File: src/rtl/bide_map.svh
// Constants for the branch and increment/decrement execute block.
// Assumes one instruction word is offered per enabled clock edge.
//
// What this block does
// - Jump loads immediate into counter bits 10:0
// - Jump fills counter bits 12:11 from latch
// - Jump always takes two instruction cycles
// - Decrement subtracts one, routed by destination
// - Destination zero writes accumulator, register kept
// - Destination one writes back into register
// - Plain inc/dec update zero flag only
// - Decrement-skip on zero replaces next with no-op
// - Increment-skip on zero replaces next with no-op
// - Nonzero skip result runs next instruction normally
// - Skip variants leave every status flag alone
`ifndef BIDE_MAP_SVH
`define BIDE_MAP_SVH

// ----------------------------------------------------------------
// Widths
// ----------------------------------------------------------------
`define BIDE_INSTR_W 14
`define BIDE_DATA_W 8
`define BIDE_ADDR_W 7
`define BIDE_PC_W 13
`define BIDE_K_W 11
`define BIDE_LATCH_W 5
`define BIDE_MEM_DEPTH 128

// ----------------------------------------------------------------
// Field positions in the instruction word, page latch and program counter
// ----------------------------------------------------------------
`define BIDE_OP_HI 13
`define BIDE_OP_LO 8
`define BIDE_JOP_HI 13
`define BIDE_JOP_LO 11
`define BIDE_DEST_BIT 7
`define BIDE_FADDR_HI 6
`define BIDE_FADDR_LO 0
`define BIDE_K_HI 10
`define BIDE_K_LO 0
`define BIDE_LATCH_HI 4
`define BIDE_LATCH_LO 3
`define BIDE_PC_K_HI 10
`define BIDE_PC_UP_HI 12
`define BIDE_PC_UP_LO 11

// ----------------------------------------------------------------
// Opcode values
// ----------------------------------------------------------------
`define BIDE_OP_JUMP 3'h7
`define BIDE_OP_DEC 6'h01
`define BIDE_OP_INC 6'h02
`define BIDE_OP_DEC_SKIP 6'h03
`define BIDE_OP_INC_SKIP 6'h04

// ----------------------------------------------------------------
// Reset values and steps
// ----------------------------------------------------------------
`define BIDE_PC_RST 13'h0000
`define BIDE_PC_STEP 13'h0001
`define BIDE_DATA_RST 8'h00
`define BIDE_DATA_ONE 8'h01
`define BIDE_DATA_ZERO 8'h00

`endif

File: src/rtl/bide_pkg.sv
// Types for the branch and increment/decrement execute block.
// Assumes bide_map.svh is on the include path.
`include "bide_map.svh"

package bide_pkg;

  // ----------------------------------------------------------------
  // Decoded operation
  // ----------------------------------------------------------------
  typedef enum logic [2:0] {
    BIDE_KIND_NONE = 3'h0,
    BIDE_KIND_JUMP = 3'h1,
    BIDE_KIND_DEC = 3'h2,
    BIDE_KIND_INC = 3'h3,
    BIDE_KIND_DEC_SKIP = 3'h4,
    BIDE_KIND_INC_SKIP = 3'h5
  } bide_kind_type;

  // ----------------------------------------------------------------
  // Sequencer states
  // ----------------------------------------------------------------
  typedef enum logic {
    BIDE_ST_EXEC = 1'b0,
    BIDE_ST_FLUSH = 1'b1
  } bide_state_type;

  // ----------------------------------------------------------------
  // Instruction fields
  // ----------------------------------------------------------------
  typedef struct packed {
    bide_kind_type kind;
    logic dest;
    logic [`BIDE_ADDR_W-1:0] faddr;
    logic [`BIDE_K_W-1:0] k;
  } bide_decoded_type;

  // ----------------------------------------------------------------
  // Arithmetic result
  // ----------------------------------------------------------------
  typedef struct packed {
    logic [`BIDE_DATA_W-1:0] value;
    logic zero;
  } bide_result_type;

endpackage : bide_pkg

File: src/rtl/bide_step.sv
// Increment or decrement of one data byte, with zero detect.
// Assumes a purely combinational use from the same clock domain.
`timescale 1ns/100ps
`include "bide_map.svh"

module bide_step
  import bide_pkg::*;
(
  input wire logic [`BIDE_DATA_W-1:0] operand_i,
  input wire logic down_i,
  output bide_result_type result_o
);

  // ----------------------------------------------------------------
  // Wrapping add or subtract
  // ----------------------------------------------------------------
  logic [`BIDE_DATA_W-1:0] sum;

  always_comb begin
    if (down_i) begin
      sum = operand_i - `BIDE_DATA_ONE;
    end else begin
      sum = operand_i + `BIDE_DATA_ONE;
    end
  end

  assign result_o = {sum, (sum == `BIDE_DATA_ZERO)};

endmodule : bide_step

File: src/rtl/bide_exec.sv
// Execute stage for jump and increment/decrement with optional skip.
// Assumes instructions and the page latch come from logic on mclk_i.
`timescale 1ns/100ps
`include "bide_map.svh"

module bide_exec
  import bide_pkg::*;
(
  input wire logic mclk_i,
  input wire logic rst_n_i,
  input wire logic ce_i,
  input wire logic instr_valid_i,
  input wire logic [`BIDE_INSTR_W-1:0] instr_i,
  input wire logic [`BIDE_LATCH_W-1:0] pc_high_latch_i,
  input wire logic load_en_i,
  input wire logic [`BIDE_ADDR_W-1:0] load_addr_i,
  input wire logic [`BIDE_DATA_W-1:0] load_data_i,
  input wire logic [`BIDE_ADDR_W-1:0] peek_addr_i,
  output logic [`BIDE_PC_W-1:0] program_counter_o,
  output logic [`BIDE_DATA_W-1:0] accum_o,
  output logic zero_flag_o,
  output logic flush_o,
  output logic executed_o,
  output logic discarded_o,
  output logic [`BIDE_DATA_W-1:0] peek_data_o
);

  // ----------------------------------------------------------------
  // State
  // ----------------------------------------------------------------
  bide_state_type state;
  bide_state_type next_state;
  logic [`BIDE_DATA_W-1:0] mem [`BIDE_MEM_DEPTH];
  logic [`BIDE_PC_W-1:0] program_counter;
  logic [`BIDE_DATA_W-1:0] accum;
  logic zero_flag;
  logic executed;
  logic discarded;
  logic [`BIDE_DATA_W-1:0] peek_data;

  // ----------------------------------------------------------------
  // Decode
  // ----------------------------------------------------------------
  bide_decoded_type dec;
  logic [`BIDE_OP_HI-`BIDE_OP_LO:0] opcode;

  assign opcode = instr_i[`BIDE_OP_HI:`BIDE_OP_LO];

  always_comb begin
    dec.dest = instr_i[`BIDE_DEST_BIT];
    dec.faddr = instr_i[`BIDE_FADDR_HI:`BIDE_FADDR_LO];
    dec.k = instr_i[`BIDE_K_HI:`BIDE_K_LO];
    dec.kind = BIDE_KIND_NONE;
    if (instr_i[`BIDE_JOP_HI:`BIDE_JOP_LO] == `BIDE_OP_JUMP) begin
      dec.kind = BIDE_KIND_JUMP;
    end else if (opcode == `BIDE_OP_DEC) begin
      dec.kind = BIDE_KIND_DEC;
    end else if (opcode == `BIDE_OP_INC) begin
      dec.kind = BIDE_KIND_INC;
    end else if (opcode == `BIDE_OP_DEC_SKIP) begin
      dec.kind = BIDE_KIND_DEC_SKIP;
    end else if (opcode == `BIDE_OP_INC_SKIP) begin
      dec.kind = BIDE_KIND_INC_SKIP;
    end
  end

  // ----------------------------------------------------------------
  // Arithmetic
  // ----------------------------------------------------------------
  logic [`BIDE_DATA_W-1:0] operand;
  logic step_down;
  bide_result_type result;

  assign operand = mem[dec.faddr];
  assign step_down = (dec.kind == BIDE_KIND_DEC) ||
                     (dec.kind == BIDE_KIND_DEC_SKIP);

  bide_step u_step (
    .operand_i(operand),
    .down_i(step_down),
    .result_o(result)
  );

  // ----------------------------------------------------------------
  // Qualified events
  // ----------------------------------------------------------------
  logic take;
  logic run;
  logic is_step;
  logic is_plain;
  logic is_skip;
  logic is_jump;
  logic skip_taken;
  logic write_reg;
  logic write_acc;

  assign take = ce_i && instr_valid_i;
  assign run = take && (state == BIDE_ST_EXEC);
  assign is_jump = (dec.kind == BIDE_KIND_JUMP);
  assign is_plain = (dec.kind == BIDE_KIND_DEC) ||
                    (dec.kind == BIDE_KIND_INC);
  assign is_skip = (dec.kind == BIDE_KIND_DEC_SKIP) ||
                   (dec.kind == BIDE_KIND_INC_SKIP);
  assign is_step = is_plain || is_skip;
  assign skip_taken = run && is_skip && result.zero;
  assign write_reg = run && is_step && dec.dest;
  assign write_acc = run && is_step && !dec.dest;

  // ----------------------------------------------------------------
  // Sequencer
  // ----------------------------------------------------------------
  always_comb begin
    next_state = state;
    unique case (state)
      BIDE_ST_EXEC: begin
        if (run && is_jump) begin
          next_state = BIDE_ST_FLUSH;
        end else if (skip_taken) begin
          next_state = BIDE_ST_FLUSH;
        end else begin
          next_state = BIDE_ST_EXEC;
        end
      end
      BIDE_ST_FLUSH: begin
        if (take) begin
          next_state = BIDE_ST_EXEC;
        end
      end
    endcase
  end

  always_ff @(posedge mclk_i) begin
    if (!rst_n_i) begin
      state <= BIDE_ST_EXEC;
    end else if (ce_i) begin
      state <= next_state;
    end
  end

  // Registered copy of the flush state for the output
  logic flush;

  always_ff @(posedge mclk_i) begin
    if (!rst_n_i) begin
      flush <= 1'b0;
    end else if (ce_i) begin
      flush <= (next_state == BIDE_ST_FLUSH);
    end
  end

  // ----------------------------------------------------------------
  // Program counter
  // ----------------------------------------------------------------
  always_ff @(posedge mclk_i) begin
    if (!rst_n_i) begin
      program_counter <= `BIDE_PC_RST;
    end else if (run && is_jump) begin
      program_counter[`BIDE_PC_K_HI:0] <= dec.k;
      program_counter[`BIDE_PC_UP_HI:`BIDE_PC_UP_LO] <=
        pc_high_latch_i[`BIDE_LATCH_HI:`BIDE_LATCH_LO];
    end else if (take) begin
      program_counter <= program_counter + `BIDE_PC_STEP;
    end
  end

  // ----------------------------------------------------------------
  // Accumulator
  // ----------------------------------------------------------------
  always_ff @(posedge mclk_i) begin
    if (!rst_n_i) begin
      accum <= `BIDE_DATA_RST;
    end else if (write_acc) begin
      accum <= result.value;
    end
  end

  // ----------------------------------------------------------------
  // Zero flag
  // ----------------------------------------------------------------
  always_ff @(posedge mclk_i) begin
    if (!rst_n_i) begin
      zero_flag <= 1'b0;
    end else if (run && is_plain) begin
      zero_flag <= result.zero;
    end
  end
  // Skip variants never reach the flag update above.

  // ----------------------------------------------------------------
  // Data memory
  // ----------------------------------------------------------------
  always_ff @(posedge mclk_i) begin
    if (!rst_n_i) begin
      for (int i = 0; i < `BIDE_MEM_DEPTH; i++) begin
        mem[i] <= `BIDE_DATA_RST;
      end
    end else if (write_reg) begin
      mem[dec.faddr] <= result.value;
    end else if (ce_i && load_en_i) begin
      mem[load_addr_i] <= load_data_i;
    end
  end

  // ----------------------------------------------------------------
  // Per-cycle reports
  // ----------------------------------------------------------------
  always_ff @(posedge mclk_i) begin
    if (!rst_n_i) begin
      executed <= 1'b0;
      discarded <= 1'b0;
    end else if (ce_i) begin
      executed <= run;
      discarded <= take && (state == BIDE_ST_FLUSH);
    end
  end

  always_ff @(posedge mclk_i) begin
    if (!rst_n_i) begin
      peek_data <= `BIDE_DATA_RST;
    end else if (ce_i) begin
      peek_data <= mem[peek_addr_i];
    end
  end

  // ----------------------------------------------------------------
  // Outputs
  // ----------------------------------------------------------------
  assign program_counter_o = program_counter;
  assign accum_o = accum;
  assign zero_flag_o = zero_flag;
  assign flush_o = flush;
  assign executed_o = executed;
  assign discarded_o = discarded;
  assign peek_data_o = peek_data;

endmodule : bide_exec

File: config.mk
export PLATFORM = sky130hd
export DESIGN_NAME = bide_exec
export DESIGN_NICKNAME = d
export VERILOG_FILES = /design/src/rtl/bide_pkg.sv /design/src/rtl/bide_step.sv /design/src/rtl/bide_exec.sv
export VERILOG_INCLUDE_DIRS = /design/src /design/src/rtl
export SDC_FILE = /design/constraint.sdc
export NUM_CORES = 2
export LEC_CHECK = 0
export BUFFER_PORTS_ARGS = -buffer_cell sky130_fd_sc_hd__buf_2
export CAP_MARGIN = 20
export CORE_MARGIN = 5
export CORE_UTILIZATION = 53
export CTS_CLUSTER_DIAMETER = 40
export CTS_CLUSTER_SIZE = 16
export DETAILED_ROUTE_END_ITERATION = 16
export PLACE_DENSITY = 0.67
export SLEW_MARGIN = 5
export SYNTH_ARGS = -nofsm -noshare
export SYNTH_HDL_FRONTEND = slang
export SYNTH_HIERARCHICAL = 1
export SYNTH_SLANG_ARGS = --single-unit
File: constraint.sdc
create_clock -name mclk_i -period 12.7 [get_ports mclk_i]
set_input_delay 0.635 -clock mclk_i [delete_from_list [all_inputs] [get_ports mclk_i]]
set_output_delay 0.635 -clock mclk_i [all_outputs]
set_load 0.01 [all_outputs]
==> impl_metrics.ini <==
[floorplan]
coreArea_mm2 = 0.105
start_util_pct = 53.2
pin_count = 79
num_rows = 119
die_x_um = 335
die_h_um = 335
dieArea_mm2 = 0.112

[setup_path]
critical_path.startpoint_type = input port
slowest_stage = buf_4
cp_num_buf_inv = 4
r2r_start = mem[115][0]
crit_start = instr_i[0]
cp_top_family = buffers and inverters
worst_path_largest_cell_delay_ns = 0.91
crit_path_max_fanout = 69
crit_required_ns = 13.25
endpoint_kind = register
arrival_ns = 7.91
critical_path_class = input port to register
crit_chain = buf_8 -> buf_4 -> buf_4 -> mux4_2 -> mux4_2 -> nand2_1 -> nand2_1 -> o22ai_1 -> nor2_1 -> inv_1 -> fa_1 -> nand2b_1 -> a21oi_1 -> a2111o_1 -> nand3_1 -> mux2_2 -> nand2_2 -> nor2_1

[cts]
htree_num_levels = 4
post_cts.repair.setup_buffers = 0
ctsHoldBuffers = 0
clockRootBuffer = clkbuf_16
clk_latency_ns = 0.75
cts_tree = done
cts_inserted_buffers = 142
clock_path_buffers = 3
cts.reportedPaths.clkPinSlew_ns = 0.05
cts_repair_resize_count = 0
clock_sinks = 1057

[timing]
timing.final.crit_share_pct = 58.0
tightest_slew_ns = 1.24
maxSlewViolCount = 0
setup_viol = 0
min_period_ns = 7.36
relSlewSlack_pct = 17.2
tns_ns = 0
fin_skew_ns = 0.0329
rsz0062_at_grt = no
finalHoldViolations = 0
max_freq_mhz = 136

[power]
p_per_area_mw_per_mm2 = 149
power_uw = 9320
leakage_uw = 0.0213
swShare_pct = 27.3
seq_power_share_pct = 42.9
p_int_uw = 6780
peakVddDrop_mv = 0.118
p_comb_share_pct = 13.2
switching_power_uw = 2540
clockPowerShare_pct = 43.9

[layout]
ff_latch_area_mm2 = 0.0314
multiInputGateArea_mm2 = 0.0229
area_growth_pct = 12.3
fin_area_mm2 = 0.0627
fill_cells = 8089
nets = 4202
drive_above_1_share_pct = 25.2

[synthesis]
syn_area_mm2 = 0.0559
synth_edf_count = 1024
netlist.area_leader.share_pct = 55.0
synth_seq_area_share_pct = 56.2
ys_warn_count = 6
avgSynthCellArea_um2 = 13.6
ys_types = 78
synth_flop_cell = edfxtp_1
syn-num-nets = 4175
asyncSetResetFlopFracSynth_pct = 0
ys_seq_elements = 1057
yosys.area.top_type = edfxtp_1
synthCells = 4120
ys_top_cells_by_area = edfxtp_1, mux4_2, nor2_1, mux2i_1, nand2_1

[global_route]
antenna_found_initial = 10
grt_usage_pct = 35.7
grt_overflow = 0
grt_pass1_wl_um = 284000
grt_pass1_vias = 38846
grt_start_max_net_pins = 99

[drt]
drc = 0
postRouteAntennaNets = 0
routedWlPerCell_um = 35.9
via_per_inst = 7.19
dr_total_vias = 40716
drt_iter0_drc = 7141
drt_first_pass_iters = 6
drt_wl_total_um = 203000

[place]
dp_hpwl_um = 130000
gp_routability_congestion = 1.00
portBuffers = 75
placed_cell_area_mm2 = 0.0578

[worst_hold_path]
hold_start = instr_i[10]
hold_class = input port to register

[status]
run_status = complete, no violations

[flow_run]
drv_cap = 0
==> worst register-to-register path: cells and delay by family, from the launching register on <==
kind | cells | cell delay [ns]
AND/OR/NAND/NOR | 7 | 2.10
buffers and inverters | 1 | 0.37
AO/OA/AOI/OAI | 3 | 1.04
multiplexers | 3 | 1.64
flip-flops | 1 | 0.40
adder cells (fa/ha/maj) | 1 | 0.31
==> logic make-up after synthesis <==
logic type	Yosys count	synth area share, %
AO/OA/AOI/OAI	420	4.79
XOR/XNOR	7	0.123
adder cells (fa/ha/maj)	9	0.215
buffers and inverters	381	3.08
flip-flops	1057	56.2
multiplexers	743	24.4
AND/OR/NAND/NOR	1503	11.2
==> flip-flops by register name, indices dropped and copies added (netlist names) <==
signal and flops:
program_counter_o 13, flush_o 1, executed_o 1, mem 1024, accum_o 8, peek_data_o 8, zero_flag_o 1, discarded_o 1
==> metal layers <==
metal	track usage (%)	wire, um	share of wire [%]	vias up
met5	0	51	0.025	-
met4	19.1	13500	6.7	4
met3	14.1	35100	17	608
met2	49.7	85200	42	3797
met1	48.8	69100	34	20412
li1	-	-	-	15895
==> layout make-up <==
cell class              instances  share of cell area [%]
clock inverters               103                    1.83
repair buffers                247                    2.84
clock buffers                 156                    5.87
flip-flops and latches       1057                    50.1
diodes                          8                  0.0319
inverters                      17                   0.102
multi-input cells            2682                    36.5
well taps                    1391                    2.77
==> stage by stage <==
stage                     utilization, %  setup slack (ns)  hold WS (ns)  std cells
after global routing                59.8              5.18         0.358       5654
after detailed placement            55.1              4.81         0.499       5387
after global placement              55.0              4.99         0.489       5382
after CTS                           59.7              5.55         0.286       5646
final                               59.8              5.34         0.318       5661
after floorplan                        -              7.97         0.501       4120
==> power groups by stage <==
stage	Sequential, uW	Clock [uW]	Combinational (uW)
after global routing	4010	4240	1230
after CTS	4000	4080	1160
after detailed placement	4070	0	1160
after global placement	4060	0	1150
final	4000	4090	1230
after floorplan	4040	0	660
==> cells in the mapped netlist (all sizes together), types with 2 or more instances <==
| cell | instances |
|---|---|
| or4 | 4 |
| nand2b | 12 |
| ha | 8 |
| o211ai | 10 |
| xor2 | 3 |
| mux2 | 26 |
| o22ai | 28 |
| nor3 | 43 |
| a22o | 8 |
| clkbuf | 175 |
| nor4b | 2 |
| mux2i | 227 |
| a22oi | 91 |
| edfxtp | 1024 |
| a2bb2oi | 4 |
| a31oi | 8 |
| nand3 | 87 |
| and2 | 14 |
| mux4 | 490 |
| a21oi | 60 |
| nor2 | 1051 |
| o221a | 3 |
| nand3b | 3 |
| a311oi | 2 |
| o21ai | 156 |
| buf | 189 |
| o31a | 3 |
| or2 | 2 |
| o2111ai | 3 |
| nor2b | 22 |
| nand4b | 3 |
| dfxtp | 33 |
| o31ai | 6 |
| inv | 17 |
| nor4 | 3 |
| nand2 | 231 |
| a221oi | 16 |
| nand4 | 15 |
| a211oi | 7 |
| a21boi | 2 |
| a41oi | 3 |
| xnor2 | 4 |
| and3 | 6 |
==> cells in the final DEF, fill, tap and decap left out, drive strengths merged, types with 22 or more instances in the layout <==
master,Yosys,final
clkbuf,175,158
o22ai,28,28
a22oi,91,91
nor2,1051,1051
mux4,490,490
mux2,26,26
mux2i,227,227
a21oi,60,60
edfxtp,1024,1024
nand3,87,87
o21ai,156,156
nor3,43,43
nor2b,22,22
clkinv,0,43
dfxtp,33,33
inv,17,44
buf,189,245
nand2,231,231
==> worst paths after layout <==
kind              slack (ns)  cells past startpoint           to
setup reg to reg        6.66                     15   mem[64][6]
hold reg to reg         0.52                      2   accum_o[7]
setup / recovery        5.34                     18   mem[64][6]
hold / removal          0.32                      4  zero_flag_o
Power figures use the tool's default switching activity.
